### config.mk
export PLATFORM = sky130hd
export DESIGN_NAME = chgseq_top
export DESIGN_NICKNAME = d
export VERILOG_FILES = /design/src/verilog/chgseq_pkg.sv /design/src/verilog/chgseq_top.sv
export SDC_FILE = /design/constraint.sdc
export NUM_CORES = 1
export LEC_CHECK = 0
export BUFFER_PORTS_ARGS = -buffer_cell sky130_fd_sc_hd__buf_2
export CAP_MARGIN = 10
export CORE_ASPECT_RATIO = 0.6
export CORE_MARGIN = 2
export CORE_UTILIZATION = 57
export CTS_CLUSTER_SIZE = 20
export DETAILED_ROUTE_END_ITERATION = 10
export PLACE_DENSITY_LB_ADDON = 0.08
export SLEW_MARGIN = 15
export SYNTH_ARGS = -nofsm -noshare
export SYNTH_HDL_FRONTEND = slang
export SYNTH_SLANG_ARGS = --single-unit
### constraint.sdc
create_clock -name ref_clk -period 4.75 [get_ports ref_clk]
set_input_delay 0.95 -clock ref_clk [delete_from_list [all_inputs] [get_ports ref_clk]]
set_output_delay 0.95 -clock ref_clk [all_outputs]
set_load 0.005 [all_outputs]
### src/verilog/chgseq_pkg.sv
/*
  Constants for the charge sequencer and safety timer block.
  Assumes a 25 MHz control clock and an APB register port.
*/
package chgseq_pkg;

  // ----------------------------------------------------------------
  // Clock and timing
  // ----------------------------------------------------------------
  localparam int unsigned CLK_HZ          = 25_000_000;
  localparam int unsigned CLK_PERIOD_NS   = 40;
  localparam int unsigned TICK_US         = 128;
  localparam int unsigned TICK_CYCLES     = (TICK_US * 1000) / CLK_PERIOD_NS;
  localparam int unsigned LONG_TIMER_MIN  = 15;
  localparam int unsigned SHORT_TIMER_SEC = 32;
  localparam int unsigned LONG_TICKS      = (LONG_TIMER_MIN * 60 * 1_000_000) / TICK_US;
  localparam int unsigned SHORT_TICKS     = (SHORT_TIMER_SEC * 1_000_000) / TICK_US;
  localparam int unsigned PULSE_CYCLES    = TICK_CYCLES;

  // ----------------------------------------------------------------
  // Register map (byte addresses)
  // ----------------------------------------------------------------
  localparam logic [7:0] ADDR_CTRL   = 8'h00;
  localparam logic [7:0] ADDR_STATUS = 8'h04;
  localparam logic [7:0] ADDR_PARAM  = 8'h08;

  // Control register fields
  localparam int CTRL_CE      = 0;
  localparam int CTRL_RESET   = 1;
  localparam int CTRL_TERM_EN = 2;
  localparam int CTRL_KICK    = 3;
  localparam int CTRL_HIZ     = 4;
  localparam int CTRL_BOOST   = 5;

  localparam logic [5:0] CTRL_RESET_VAL  = 6'h05;
  localparam logic [7:0] PARAM_RESET_VAL = 8'h00;

  // Fault codes
  localparam logic [2:0] FAULT_NONE  = 3'h0;
  localparam logic [2:0] FAULT_TIMER = 3'h6;

  typedef enum logic [2:0] {
    CS_HIZ     = 3'b000,
    CS_SHORT   = 3'b001,
    CS_FAST    = 3'b010,
    CS_REGUL   = 3'b011,
    CS_DONE    = 3'b100,
    CS_BOOST   = 3'b101,
    CS_FAULT   = 3'b110
  } chgseq_state_t;

endpackage

### src/verilog/chgseq_top.sv
/*
  Charge sequencer with two-stage safety timer and APB registers.
  Assumes analog comparators arrive asynchronously on pins; the
  timer limits are parameters so a bench can shorten them.
*/
// The register offsets and the APB register port were decided locally.
`timescale 1ns/10ps

module chgseq_top
  import chgseq_pkg::*;
#(
  parameter int unsigned LONG_LIMIT  = LONG_TICKS,
  parameter int unsigned SHORT_LIMIT = SHORT_TICKS,
  parameter int unsigned TICK_LIMIT  = TICK_CYCLES,
  parameter bit          HAS_BOOST   = 1'b1
) (
  // Clock and reset
  input  wire logic        ref_clk,
  input  wire logic        reset,
  input  wire logic        clk_en,
  // APB slave
  input  wire logic        psel,
  input  wire logic        penable,
  input  wire logic        pwrite,
  input  wire logic [7:0]  paddr,
  input  wire logic [31:0] pwdata,
  output logic      [31:0] prdata,
  output logic             pready,
  output logic             pslverr,
  // Analog comparator pins
  input  wire logic        bat_below_short,
  input  wire logic        bat_below_reg,
  input  wire logic        bat_below_recharge,
  input  wire logic        bat_below_lowv,
  input  wire logic        term_current_seen,
  input  wire logic        thermal_shutdown,
  input  wire logic        limit_select_pin,
  // Power stage controls
  output logic             charge_on,
  output logic             boost_on,
  output logic             short_current_on,
  output logic             ramp_on,
  output logic             switching_on,
  output logic             input_limit_high,
  output logic             status_pulse,
  output logic [2:0]       charge_phase
);

  // ----------------------------------------------------------------
  // Input synchronisers
  // ----------------------------------------------------------------
  logic [6:0] sync1;
  logic [6:0] sync2;
  wire  [6:0] raw_in = {limit_select_pin, thermal_shutdown, term_current_seen, bat_below_lowv,
                        bat_below_recharge, bat_below_reg, bat_below_short};
  always_ff @(posedge ref_clk or posedge reset) begin
    if (reset) begin
      sync1 <= 7'h00;
      sync2 <= 7'h00;
    end else if (clk_en) begin
      sync1 <= raw_in;
      sync2 <= sync1;
    end
  end
  wire s_short  = sync2[0];
  wire s_below  = sync2[1];
  wire s_rch    = sync2[2];
  wire s_lowv   = sync2[3];
  wire s_term   = sync2[4];
  wire s_therm  = sync2[5];
  wire s_selpin = sync2[6];

  // ----------------------------------------------------------------
  // Register bus decode
  // ----------------------------------------------------------------
  logic [5:0]    ctrl;
  logic [7:0]    param;
  logic [2:0]    fault_code;
  logic          fault_read;
  logic          long_mode;
  chgseq_state_t state;

  wire apb_acc    = psel & penable & clk_en;
  wire apb_wr     = apb_acc & pwrite;
  wire apb_rd     = apb_acc & ~pwrite;
  wire hit_ctrl   = (paddr == ADDR_CTRL);
  wire hit_status = (paddr == ADDR_STATUS);
  wire hit_param  = (paddr == ADDR_PARAM);
  wire hit_any    = hit_ctrl | hit_status | hit_param;
  wire wr_ctrl    = apb_wr & hit_ctrl;
  wire wr_param   = apb_wr & hit_param;
  wire rd_status  = apb_rd & hit_status;
  wire kick       = wr_ctrl & pwdata[CTRL_KICK];
  wire [5:0] next_ctrl  = {pwdata[CTRL_BOOST], pwdata[CTRL_HIZ], 1'b0,
                           pwdata[CTRL_TERM_EN], 1'b0, pwdata[CTRL_CE]};
  wire [31:0] next_rdata = hit_ctrl   ? {26'h000_0000, ctrl} :
                           hit_status ? {24'h00_0000, long_mode, fault_code, 1'b0, state} :
                           hit_param  ? {24'h00_0000, param} : 32'h0000_0000;

  // ----------------------------------------------------------------
  // Tick prescaler
  // ----------------------------------------------------------------
  logic [15:0] presc;
  wire tick_run = ~s_therm;
  wire tick     = tick_run & (presc == 16'(TICK_LIMIT - 1));
  always_ff @(posedge ref_clk or posedge reset) begin
    if (reset) presc <= 16'h0000;
    else if (clk_en & tick_run) presc <= tick ? 16'h0000 : presc + 16'h0001;
  end

  // ----------------------------------------------------------------
  // Safety timers
  // ----------------------------------------------------------------
  logic [23:0] tcount;
  wire charging   = (state == CS_SHORT) | (state == CS_FAST) | (state == CS_REGUL);
  wire long_exp   = long_mode & charging & tick & (tcount == 24'(LONG_LIMIT - 1));
  wire short_exp  = ~long_mode & tick & (tcount == 24'(SHORT_LIMIT - 1));
  wire ce_toggle  = wr_ctrl & (pwdata[CTRL_CE] != ctrl[CTRL_CE]);
  wire rst_cmd    = wr_ctrl & pwdata[CTRL_RESET];
  wire new_cycle  = ce_toggle | rst_cmd |
                    ((state == CS_DONE) & s_rch);
  always_ff @(posedge ref_clk or posedge reset) begin
    if (reset) begin
      long_mode <= 1'b1;
      tcount    <= 24'h00_0000;
    end else if (clk_en) begin
      if (short_exp) begin
        long_mode <= 1'b1;
        tcount    <= 24'h00_0000;
      end else if (apb_wr & long_mode) begin
        long_mode <= 1'b0;
        tcount    <= 24'h00_0000;
      end else if (kick | (long_mode & new_cycle)) begin
        tcount    <= 24'h00_0000;
      end else if (tick & (charging | ~long_mode)) begin
        tcount    <= tcount + 24'h00_0001;
      end
    end
  end

  // ----------------------------------------------------------------
  // Registers
  // ----------------------------------------------------------------
  always_ff @(posedge ref_clk or posedge reset) begin
    if (reset) begin
      ctrl  <= CTRL_RESET_VAL;
      param <= PARAM_RESET_VAL;
    end else if (clk_en) begin
      if (short_exp) begin
        ctrl  <= CTRL_RESET_VAL;
        param <= PARAM_RESET_VAL;
      end else begin
        if (wr_ctrl) ctrl <= next_ctrl;
        if (wr_param) param <= pwdata[7:0];
      end
    end
  end

  // Fault status held until reset; a status read only re-arms the capture
  always_ff @(posedge ref_clk or posedge reset) begin
    if (reset) begin
      fault_code <= FAULT_NONE;
      fault_read <= 1'b1;
    end else if (clk_en) begin
      if (long_exp & fault_read) begin
        fault_code <= FAULT_TIMER;
        fault_read <= 1'b0;
      end else if (rd_status) begin
        fault_read <= 1'b1;
      end
    end
  end

  // ----------------------------------------------------------------
  // Charge sequencer
  // ----------------------------------------------------------------
  chgseq_state_t next_state;
  wire want_boost = HAS_BOOST & ctrl[CTRL_BOOST];
  wire enabled    = ctrl[CTRL_CE] & ~ctrl[CTRL_HIZ];
  wire term_hit   = ctrl[CTRL_TERM_EN] & s_term & ~s_rch;
  always_comb begin
    next_state = state;
    unique case (state)
      CS_FAULT:  next_state = CS_FAULT;
      CS_HIZ:    if (enabled) next_state = want_boost ? CS_BOOST : CS_SHORT;
      CS_BOOST:  if (!enabled || !want_boost) next_state = CS_HIZ;
      CS_SHORT:  if (!s_short) next_state = CS_FAST;
      CS_FAST:   if (s_short) next_state = CS_SHORT;
                 else if (!s_below) next_state = CS_REGUL;
      CS_REGUL:  if (term_hit) next_state = CS_DONE;
                 else if (s_below) next_state = CS_FAST;
      CS_DONE:   next_state = CS_DONE;
      default:   next_state = CS_HIZ;
    endcase
    if (state != CS_FAULT) begin
      if (long_exp) next_state = CS_FAULT;
      else if (!enabled) next_state = CS_HIZ;
      else if (new_cycle & !want_boost) next_state = CS_SHORT;
    end
  end

  // Power-on battery check
  logic [2:0] por_wait;
  wire        por_done = por_wait[2];
  always_ff @(posedge ref_clk or posedge reset) begin
    if (reset) begin
      state    <= CS_HIZ;
      por_wait <= 3'h0;
    end else if (clk_en) begin
      por_wait <= {por_wait[1:0], 1'b1};
      if (!por_done) state <= (por_wait[1] & s_lowv & enabled) ? CS_SHORT : CS_HIZ;
      else state <= next_state;
    end
  end

  // ----------------------------------------------------------------
  // Status pulse
  // ----------------------------------------------------------------
  logic [15:0] pcount;
  always_ff @(posedge ref_clk or posedge reset) begin
    if (reset) pcount <= 16'h0000;
    else if (clk_en) begin
      if (long_exp) pcount <= 16'(TICK_LIMIT);
      else if (pcount != 16'h0000) pcount <= pcount - 16'h0001;
    end
  end

  // ----------------------------------------------------------------
  // Registered outputs
  // ----------------------------------------------------------------
  always_ff @(posedge ref_clk or posedge reset) begin
    if (reset) begin
      prdata           <= 32'h0000_0000;
      pready           <= 1'b0;
      pslverr          <= 1'b0;
      charge_on        <= 1'b0;
      boost_on         <= 1'b0;
      short_current_on <= 1'b0;
      ramp_on          <= 1'b0;
      switching_on     <= 1'b0;
      input_limit_high <= 1'b0;
      status_pulse     <= 1'b0;
      charge_phase     <= 3'h0;
    end else if (clk_en) begin
      pready           <= psel & ~penable;
      pslverr          <= psel & ~penable & ~hit_any;
      prdata           <= next_rdata;
      charge_on        <= charging & ~s_therm;
      boost_on         <= (state == CS_BOOST) & ~s_therm;
      short_current_on <= (state == CS_SHORT);
      ramp_on          <= (state == CS_FAST);
      switching_on     <= (charging | (state == CS_BOOST)) & ~s_therm;
      input_limit_high <= long_mode ? s_selpin : param[0];
      status_pulse     <= long_exp | (pcount > 16'h0001);
      charge_phase     <= state;
    end
  end

  // ----------------------------------------------------------------
  // Assertions
  // ----------------------------------------------------------------
  AST_HIZ_IDLE: assert property (@(posedge ref_clk) disable iff (reset)
    clk_en && state == CS_HIZ |=> !charge_on && !boost_on) else $error("Power stage active in hiz");
  AST_FAULT_STICKS: assert property (@(posedge ref_clk) disable iff (reset)
    state == CS_FAULT |=> state == CS_FAULT) else $error("Fault left without reset");
  AST_FAULT_OFF: assert property (@(posedge ref_clk) disable iff (reset)
    clk_en && long_exp |=> state == CS_FAULT ##1 !charge_on) else $error("Charge not stopped");
  AST_PULSE: assert property (@(posedge ref_clk) disable iff (reset)
    clk_en && long_exp |=> status_pulse) else $error("No status pulse");
  AST_WR_SHORT: assert property (@(posedge ref_clk) disable iff (reset)
    clk_en && apb_wr && long_mode && !short_exp |=> !long_mode) else $error("Write kept long timer");
  AST_KICK: assert property (@(posedge ref_clk) disable iff (reset)
    clk_en && kick && !short_exp |=> tcount == 24'h00_0000 && !ctrl[CTRL_KICK]) else $error("Kick ignored");
  AST_WDOG: assert property (@(posedge ref_clk) disable iff (reset)
    clk_en && short_exp |=> long_mode && ctrl == CTRL_RESET_VAL) else $error("Watchdog no restore");
  AST_FREEZE: assert property (@(posedge ref_clk) disable iff (reset)
    s_therm |=> tcount != $past(tcount) + 24'h00_0001) else $error("Timer ran hot");
  AST_HOLD: assert property (@(posedge ref_clk) disable iff (reset)
    !fault_read && !rd_status |=> $stable(fault_code)) else $error("Fault status changed unread");
  AST_LIMIT: assert property (@(posedge ref_clk) disable iff (reset)
    clk_en && long_mode |=> input_limit_high == $past(s_selpin)) else $error("Limit select wrong");
  AST_SHORT_CUR: assert property (@(posedge ref_clk) disable iff (reset)
    clk_en && state == CS_SHORT |=> short_current_on && !ramp_on) else $error("Short current missing");
  AST_RAMP: assert property (@(posedge ref_clk) disable iff (reset)
    clk_en && state == CS_FAST |=> ramp_on && !short_current_on) else $error("Ramp missing");
  AST_NO_TERM: assert property (@(posedge ref_clk) disable iff (reset)
    clk_en && state == CS_REGUL && !ctrl[CTRL_TERM_EN] |=> state != CS_DONE) else $error("Terminated while off");

endmodule // chgseq_top

### Word level (Yosys, flattened, before mapping)

Cells that the tools add are included.

* output and inout bits: 44
* register bits: 137
* input port bits: 53

* $lt $le $gt $ge: 1
* $add $sub $neg: 3
* mux-type cells: 34
* bitwise logic cells: 50
* reductions and logical operators: 19
* equality and inequality tests: 13

Operator list (number)
* 24-bit 2-to-1 mux: 4
* 16-bit 2-to-1 mux: 3
* 8-bit 2-to-1 mux: 5
* 3-bit 2-to-1 mux: 13
* 1-bit bitwise AND: 33
* 24-bit by 1-bit adder with 24-bit output, second input constant: 1
* 24-bit by 18-bit == test with 1-bit output, second input constant: 1
* 24-bit by 23-bit == test with 1-bit output, second input constant: 1
* 3-bit one-hot mux with 7 select lines: 1
* 16-bit by 1-bit adder with 16-bit output, second input constant: 1
* 16-bit by 12-bit == test with 1-bit output, second input constant: 1
* 16-bit by 1-bit greater-than comparator with 1-bit output, second input constant: 1
* 16-bit nonzero test: 1
* 16-bit by 1-bit subtractor with 16-bit output, second input constant: 1
* 2-bit AND reduction: 7
* 6-bit 2-to-1 mux: 2
* 1-bit bitwise OR: 10
* 2-bit nonzero test: 5
* 3-bit == test, second input constant: 3
* 8-bit by 3-bit == test with 1-bit output, second input constant: 1
* 8-bit by 4-bit == test with 1-bit output, second input constant: 1
* 8-bit logical NOT: 1
* 1-bit inverter: 7
* 3-bit by 2-bit == test with 1-bit output, second input constant: 2
* other kinds (8): 14

### Longest topological paths before layout

* depth in word-level cells: 13
* gate-level depth with buffers: 9
* gate-level depth less buffers: 8

### Worst setup path after synthesis

OpenSTA, ideal clock, no wires.

* kind: input to register
* from: input paddr[1]
* to: register state[1]
* path slack: 1.987 ns
* setup time: 0.122 ns
* arrival: 2.642 ns
* stages on the path: 6
* cells stage by stage: or4_1 > nor4_1 > nand2_1 > o221a_2 > a31oi_1 > o2bb2ai_1

* word-level cells in the longest chain between the ends: 11
* elaborated cells between the ends (all ways): 12

RTL lines
* start, declared: line chgseq_top.sv:25 `input wire logic [7:0] paddr,`
* 8-bit logical NOT (*): line chgseq_top.sv:86 `wire hit_ctrl = (paddr == ADDR_CTRL);`
* 1-bit bitwise AND (*): line chgseq_top.sv:90 `wire wr_ctrl = apb_wr & hit_ctrl;`
* 1-bit bitwise AND, on equally long branches: line chgseq_top.sv:118, chgseq_top.sv:119
* 1-bit bitwise OR (*) (2 in a row): line chgseq_top.sv:120 `wire new_cycle = ce_toggle | rst_cmd |`
* 1-bit bitwise AND (*): line chgseq_top.sv:198 `else if (new_cycle & !want_boost) next_state = CS_SHORT;`
* 3-bit 2-to-1 mux (*): line chgseq_top.sv:198
* 3-bit 2-to-1 mux (*): line chgseq_top.sv:197 `else if (!enabled) next_state = CS_HIZ;`
* 3-bit 2-to-1 mux (*): line chgseq_top.sv:196 `if (long_exp) next_state = CS_FAULT;`
* 3-bit 2-to-1 mux (*): line chgseq_top.sv:195 `if (state != CS_FAULT) begin`
* 3-bit 2-to-1 mux (*): line chgseq_top.sv:211 `if (!por_done) state <= (por_wait[1] & s_lowv & enabled) ? CS_SHORT : CS_HIZ;`
* end signal, assigned: line chgseq_top.sv:211
* end signal, assigned: line chgseq_top.sv:212 `else state <= next_state;`
* end, declared: line chgseq_top.sv:81 `chgseq_state_t state;`

Every way passes the cells marked *; elsewhere a longest branch is shown, timed or not.
A chain may end at the register's enable or synchronous reset.

### Worst setup path after layout

* from: register tcount[5]
* to: register tcount[15]

* word-level cells in the longest chain between the ends: 5
* elaborated cells between the ends (all ways): 9

RTL lines
* start, declared: line chgseq_top.sv:114 `logic [23:0] tcount;`
* start signal, assigned: line chgseq_top.sv:136 `tcount <= tcount + 24'h00_0001;`
* 24-bit by 1-bit adder with 24-bit output: line chgseq_top.sv:136
* 24-bit 2-to-1 mux: line chgseq_top.sv:135 `end else if (tick & (charging | ~long_mode)) begin`
* 24-bit 2-to-1 mux: line chgseq_top.sv:133 `end else if (kick | (long_mode & new_cycle)) begin`
* 24-bit 2-to-1 mux: line chgseq_top.sv:130 `end else if (apb_wr & long_mode) begin`
* 24-bit 2-to-1 mux: line chgseq_top.sv:127 `if (short_exp) begin`

Several ways; a longest one is shown, not always the timed one. The select of a mux whose other input is x is not followed.

==> impl_metrics.ini <==
[outcome]
status = finished, final reports clean

[sta]
min_period_over_period_pct = 61.8
worst_pin_slew_ns = 0.927
timing.setup.tns_ns = 0
fmax_ghz = 0.341
setup-violations-final = 0
rsz0062_at_grt = no
fin_skew_ns = 0.00879
slew_viol_final = 0
timing_hold_violations_final = 0
fin_crit_ns = 2.94
timing.max_slew.rel_slack_pct = 38.0

[placement]
post_dp_cell_area_um2 = 6070
placedCellCount = 762
hpwl_mm = 9.45
gpl.final_weighted_congestion = 0.914
number_of_buffers_added_on_ports = 48

[clock_network]
max-clock-path-buffers = 2
hold_buffers = 0
cts.sink_count = 111
tritoncts_clock_tree = yes
clock_insertion_delay_worst_skew_ns = 0.35
cts_made_buffers = 9
postCtsResizedCells = 0
cts.repair_timing.setup_buffer_count = 0
cts_root_buf = clkbuf_16
h-tree-depth = 3
clk_pin_slew_worst_paths_ns = 0.08

[grt]
grt_overflow_total = 0
number_of_global_route_vias_before_repair = 4286
grt_max_degree = 57
grt_first_pass_wirelength_mm = 21.3
groute.usage.overall_pct = 24.4
antenna_violations_before_repair = 0

[yosys]
number_of_standard_cells_after_synthesis = 598
number_of_synthesized_flops_with_an_enable_pin = 0
yosysWarnings = 0
distinct_cells_synth = 69
flop_and_latch_count_out_of_synthesis = 111
post_synth.cell_area_avg_um2 = 9.72
seq_area_frac_synth_pct = 47.9
async_flop_share_pct = 100
summed_instance_area_of_the_synthesized_netlist_um2 = 5810
ys_dominant_reg_cell = dfrtp_1

[final_layout]
layout-area-overhead-vs-synth_pct = 9.71
finish.cell_count_without_fillers = 778
finalCoreUtilization_pct = 64.5
fillcell_total = 843
layout.cell_area.non_filler_um2 = 6370
final_layout_size_suffix_gt1_share_pct = 16.6
finalNetCount = 696
antennaDiodeCount = 0

[floorplanning]
ioPinCount = 97
fp.dieArea_um2 = 11000
die_height_um = 82.2
core_area_um2 = 9880
floorplan.initialDensity_pct = 58.8
placement_row_count = 28
die-width_um = 134

[run]
maxCapViolCount = 0

[worst_setup_path]
timing_worst_setup_path_type = reg -> reg
crit_path_frequent_cell = nor2_1
worstPathArrival_ns = 3.15
critPathRequiredTime_ns = 4.97
crit_chain = or4_1 > nor3_1 > and3_1 > nor2_1 > nor2_2 > nor2_1
critical_path.slowest_cell = and3_1
worstPathMaxFanout = 10
launching_element_type_of_the_critical_path = register
capturing_element_type_of_the_critical_path = register
critPathMaxStageDelay_ns = 0.57

[pwr]
p_total_w = 0.00222
leakagePower_nw = 2.83
areal_power_density_over_the_cells_nw_per_um2 = 348
power.ir.vdd_worst_uv = 182

[detailed_routing]
drt_wl_total_mm = 13.0
routed-via-count = 4645
avgViaCountPerCell = 5.97
antenna_violating_nets_post_route = 0
post-route-drc-count = 0
detailedRoute.firstIterationViolations = 417
drt-pass1-iter-count = 5
wl_per_cell_um = 16.7

[min_path]
hp-class = reg -> reg
==> worst max-delay path: cells and delay by family, from the launching register on <==
family           cells  cell delay (ns)
AND/OR/NAND/NOR      6             2.33
flip-flops           1             0.47
==> final timing paths <==
kind | cells past startpoint | endpoint | start | slack (ns)
worst min register to register | 1 | por_wait[0] | por_wait[0] | 0.47
max in group asynchronous | 3 | param[1] | reset | 3.35
worst min-delay path | 1 | por_wait[0] | por_wait[0] | 0.47
worst max register to register | 6 | tcount[15] | tcount[5] | 1.81
worst max-delay path | 6 | tcount[15] | tcount[5] | 1.81
min in group asynchronous | 2 | tcount[5] | reset | 0.48
==> Yosys cell counts, drive strengths merged (6+ instances only) <==
library cell,instances,area (um^2)
mux2,18,203
clkbuf,18,67.6
o31ai,11,82.6
mux2i,9,90.1
buf,28,196
nor4,11,68.8
nor3,14,86.3
nand3,28,140
xnor2,22,193
dfrtp,107,2680
nand2,73,274
nand4,11,68.8
o2bb2ai,9,78.8
or4,6,52.6
and3,8,50.1
xor2,13,114
and4,7,61.3
nor2,54,205
a21oi,11,55.1
a22o,6,52.6
nand2b,7,43.8
inv,17,63.8
o21ai,28,140
or3,6,37.5
==> report_power, final <==
part | internal (W) | switching (W) | total, W
Sequential | 0.00104 | 0.0000981 | 0.00114
Clock | 0.000384 | 0.000365 | 0.000749
Combinational | 0.000146 | 0.000182 | 0.000327
Total | 0.00157 | 0.000645 | 0.00222
==> stage by stage <==
stage / setup slack (ns) / hold slack [ns]
after floorplan: 0.876 / 0.428
after global placement: 1.55 / 0.444
after detailed placement: 1.55 / 0.453
after CTS: 1.87 / 0.475
after global routing: 1.58 / 0.483
final: 1.81 / 0.468
==> cell usage in the layout, fill, tap and decap left out, drive strengths merged, types with 6 or more instances in the layout <==
master / netlist / final
and4: 7 / 7
nand3: 28 / 28
inv: 17 / 20
or3: 6 / 6
mux2: 18 / 18
clkbuf: 18 / 10
a22o: 6 / 6
conb: 1 / 24
o21ai: 28 / 28
nor3: 14 / 14
xor2: 13 / 13
a21oi: 11 / 11
nor2: 54 / 54
dfrtp: 107 / 107
nand4: 11 / 11
mux2i: 9 / 9
nand2: 73 / 73
buf: 28 / 52
o31ai: 11 / 11
and3: 8 / 8
nor4: 11 / 11
o2bb2ai: 9 / 9
xnor2: 22 / 22
nand2b: 7 / 7
or4: 6 / 6
==> sequential cells by signal (all words and copies together), names as in the netlist, 4 cells and up <==
register	count
ctrl	4
param	8
pcount	16
prdata	8
presc	16
sync1	7
sync2	7
tcount	24
==> area by class of cell <==
type	instances	area, um^2	area share (%)
clock buffers	10	239	3.75
clock inverters	6	61.3	0.962
inverters	17	66.3	1.04
multi-input cells	447	2790	43.7
flip-flops and latches	111	2780	43.7
well taps	135	169	2.65
repair buffers	52	270	4.24
==> cells by family after synthesis <==
logic type               Yosys count  share of synthesized area (%)
other                              1                         0.0645
flip-flops                       111                           47.9
adder cells (fa/ha/maj)            6                           1.25
buffers and inverters             63                           5.64
multiplexers                      27                           5.04
AO/OA/AOI/OAI                     99                           11.8
XOR/XNOR                          35                           5.28
AND/OR/NAND/NOR                  256                           23.0
==> routing by layer <==
layer	track usage, %	part of all wire (%)	routed length (um)
met1	35.7	49	6380
met2	37.6	43	5640
met3	5.43	7.1	927
met4	5.47	0.64	84
met5	0	0	0
No activity file was read; power rests on OpenSTA's default activity.
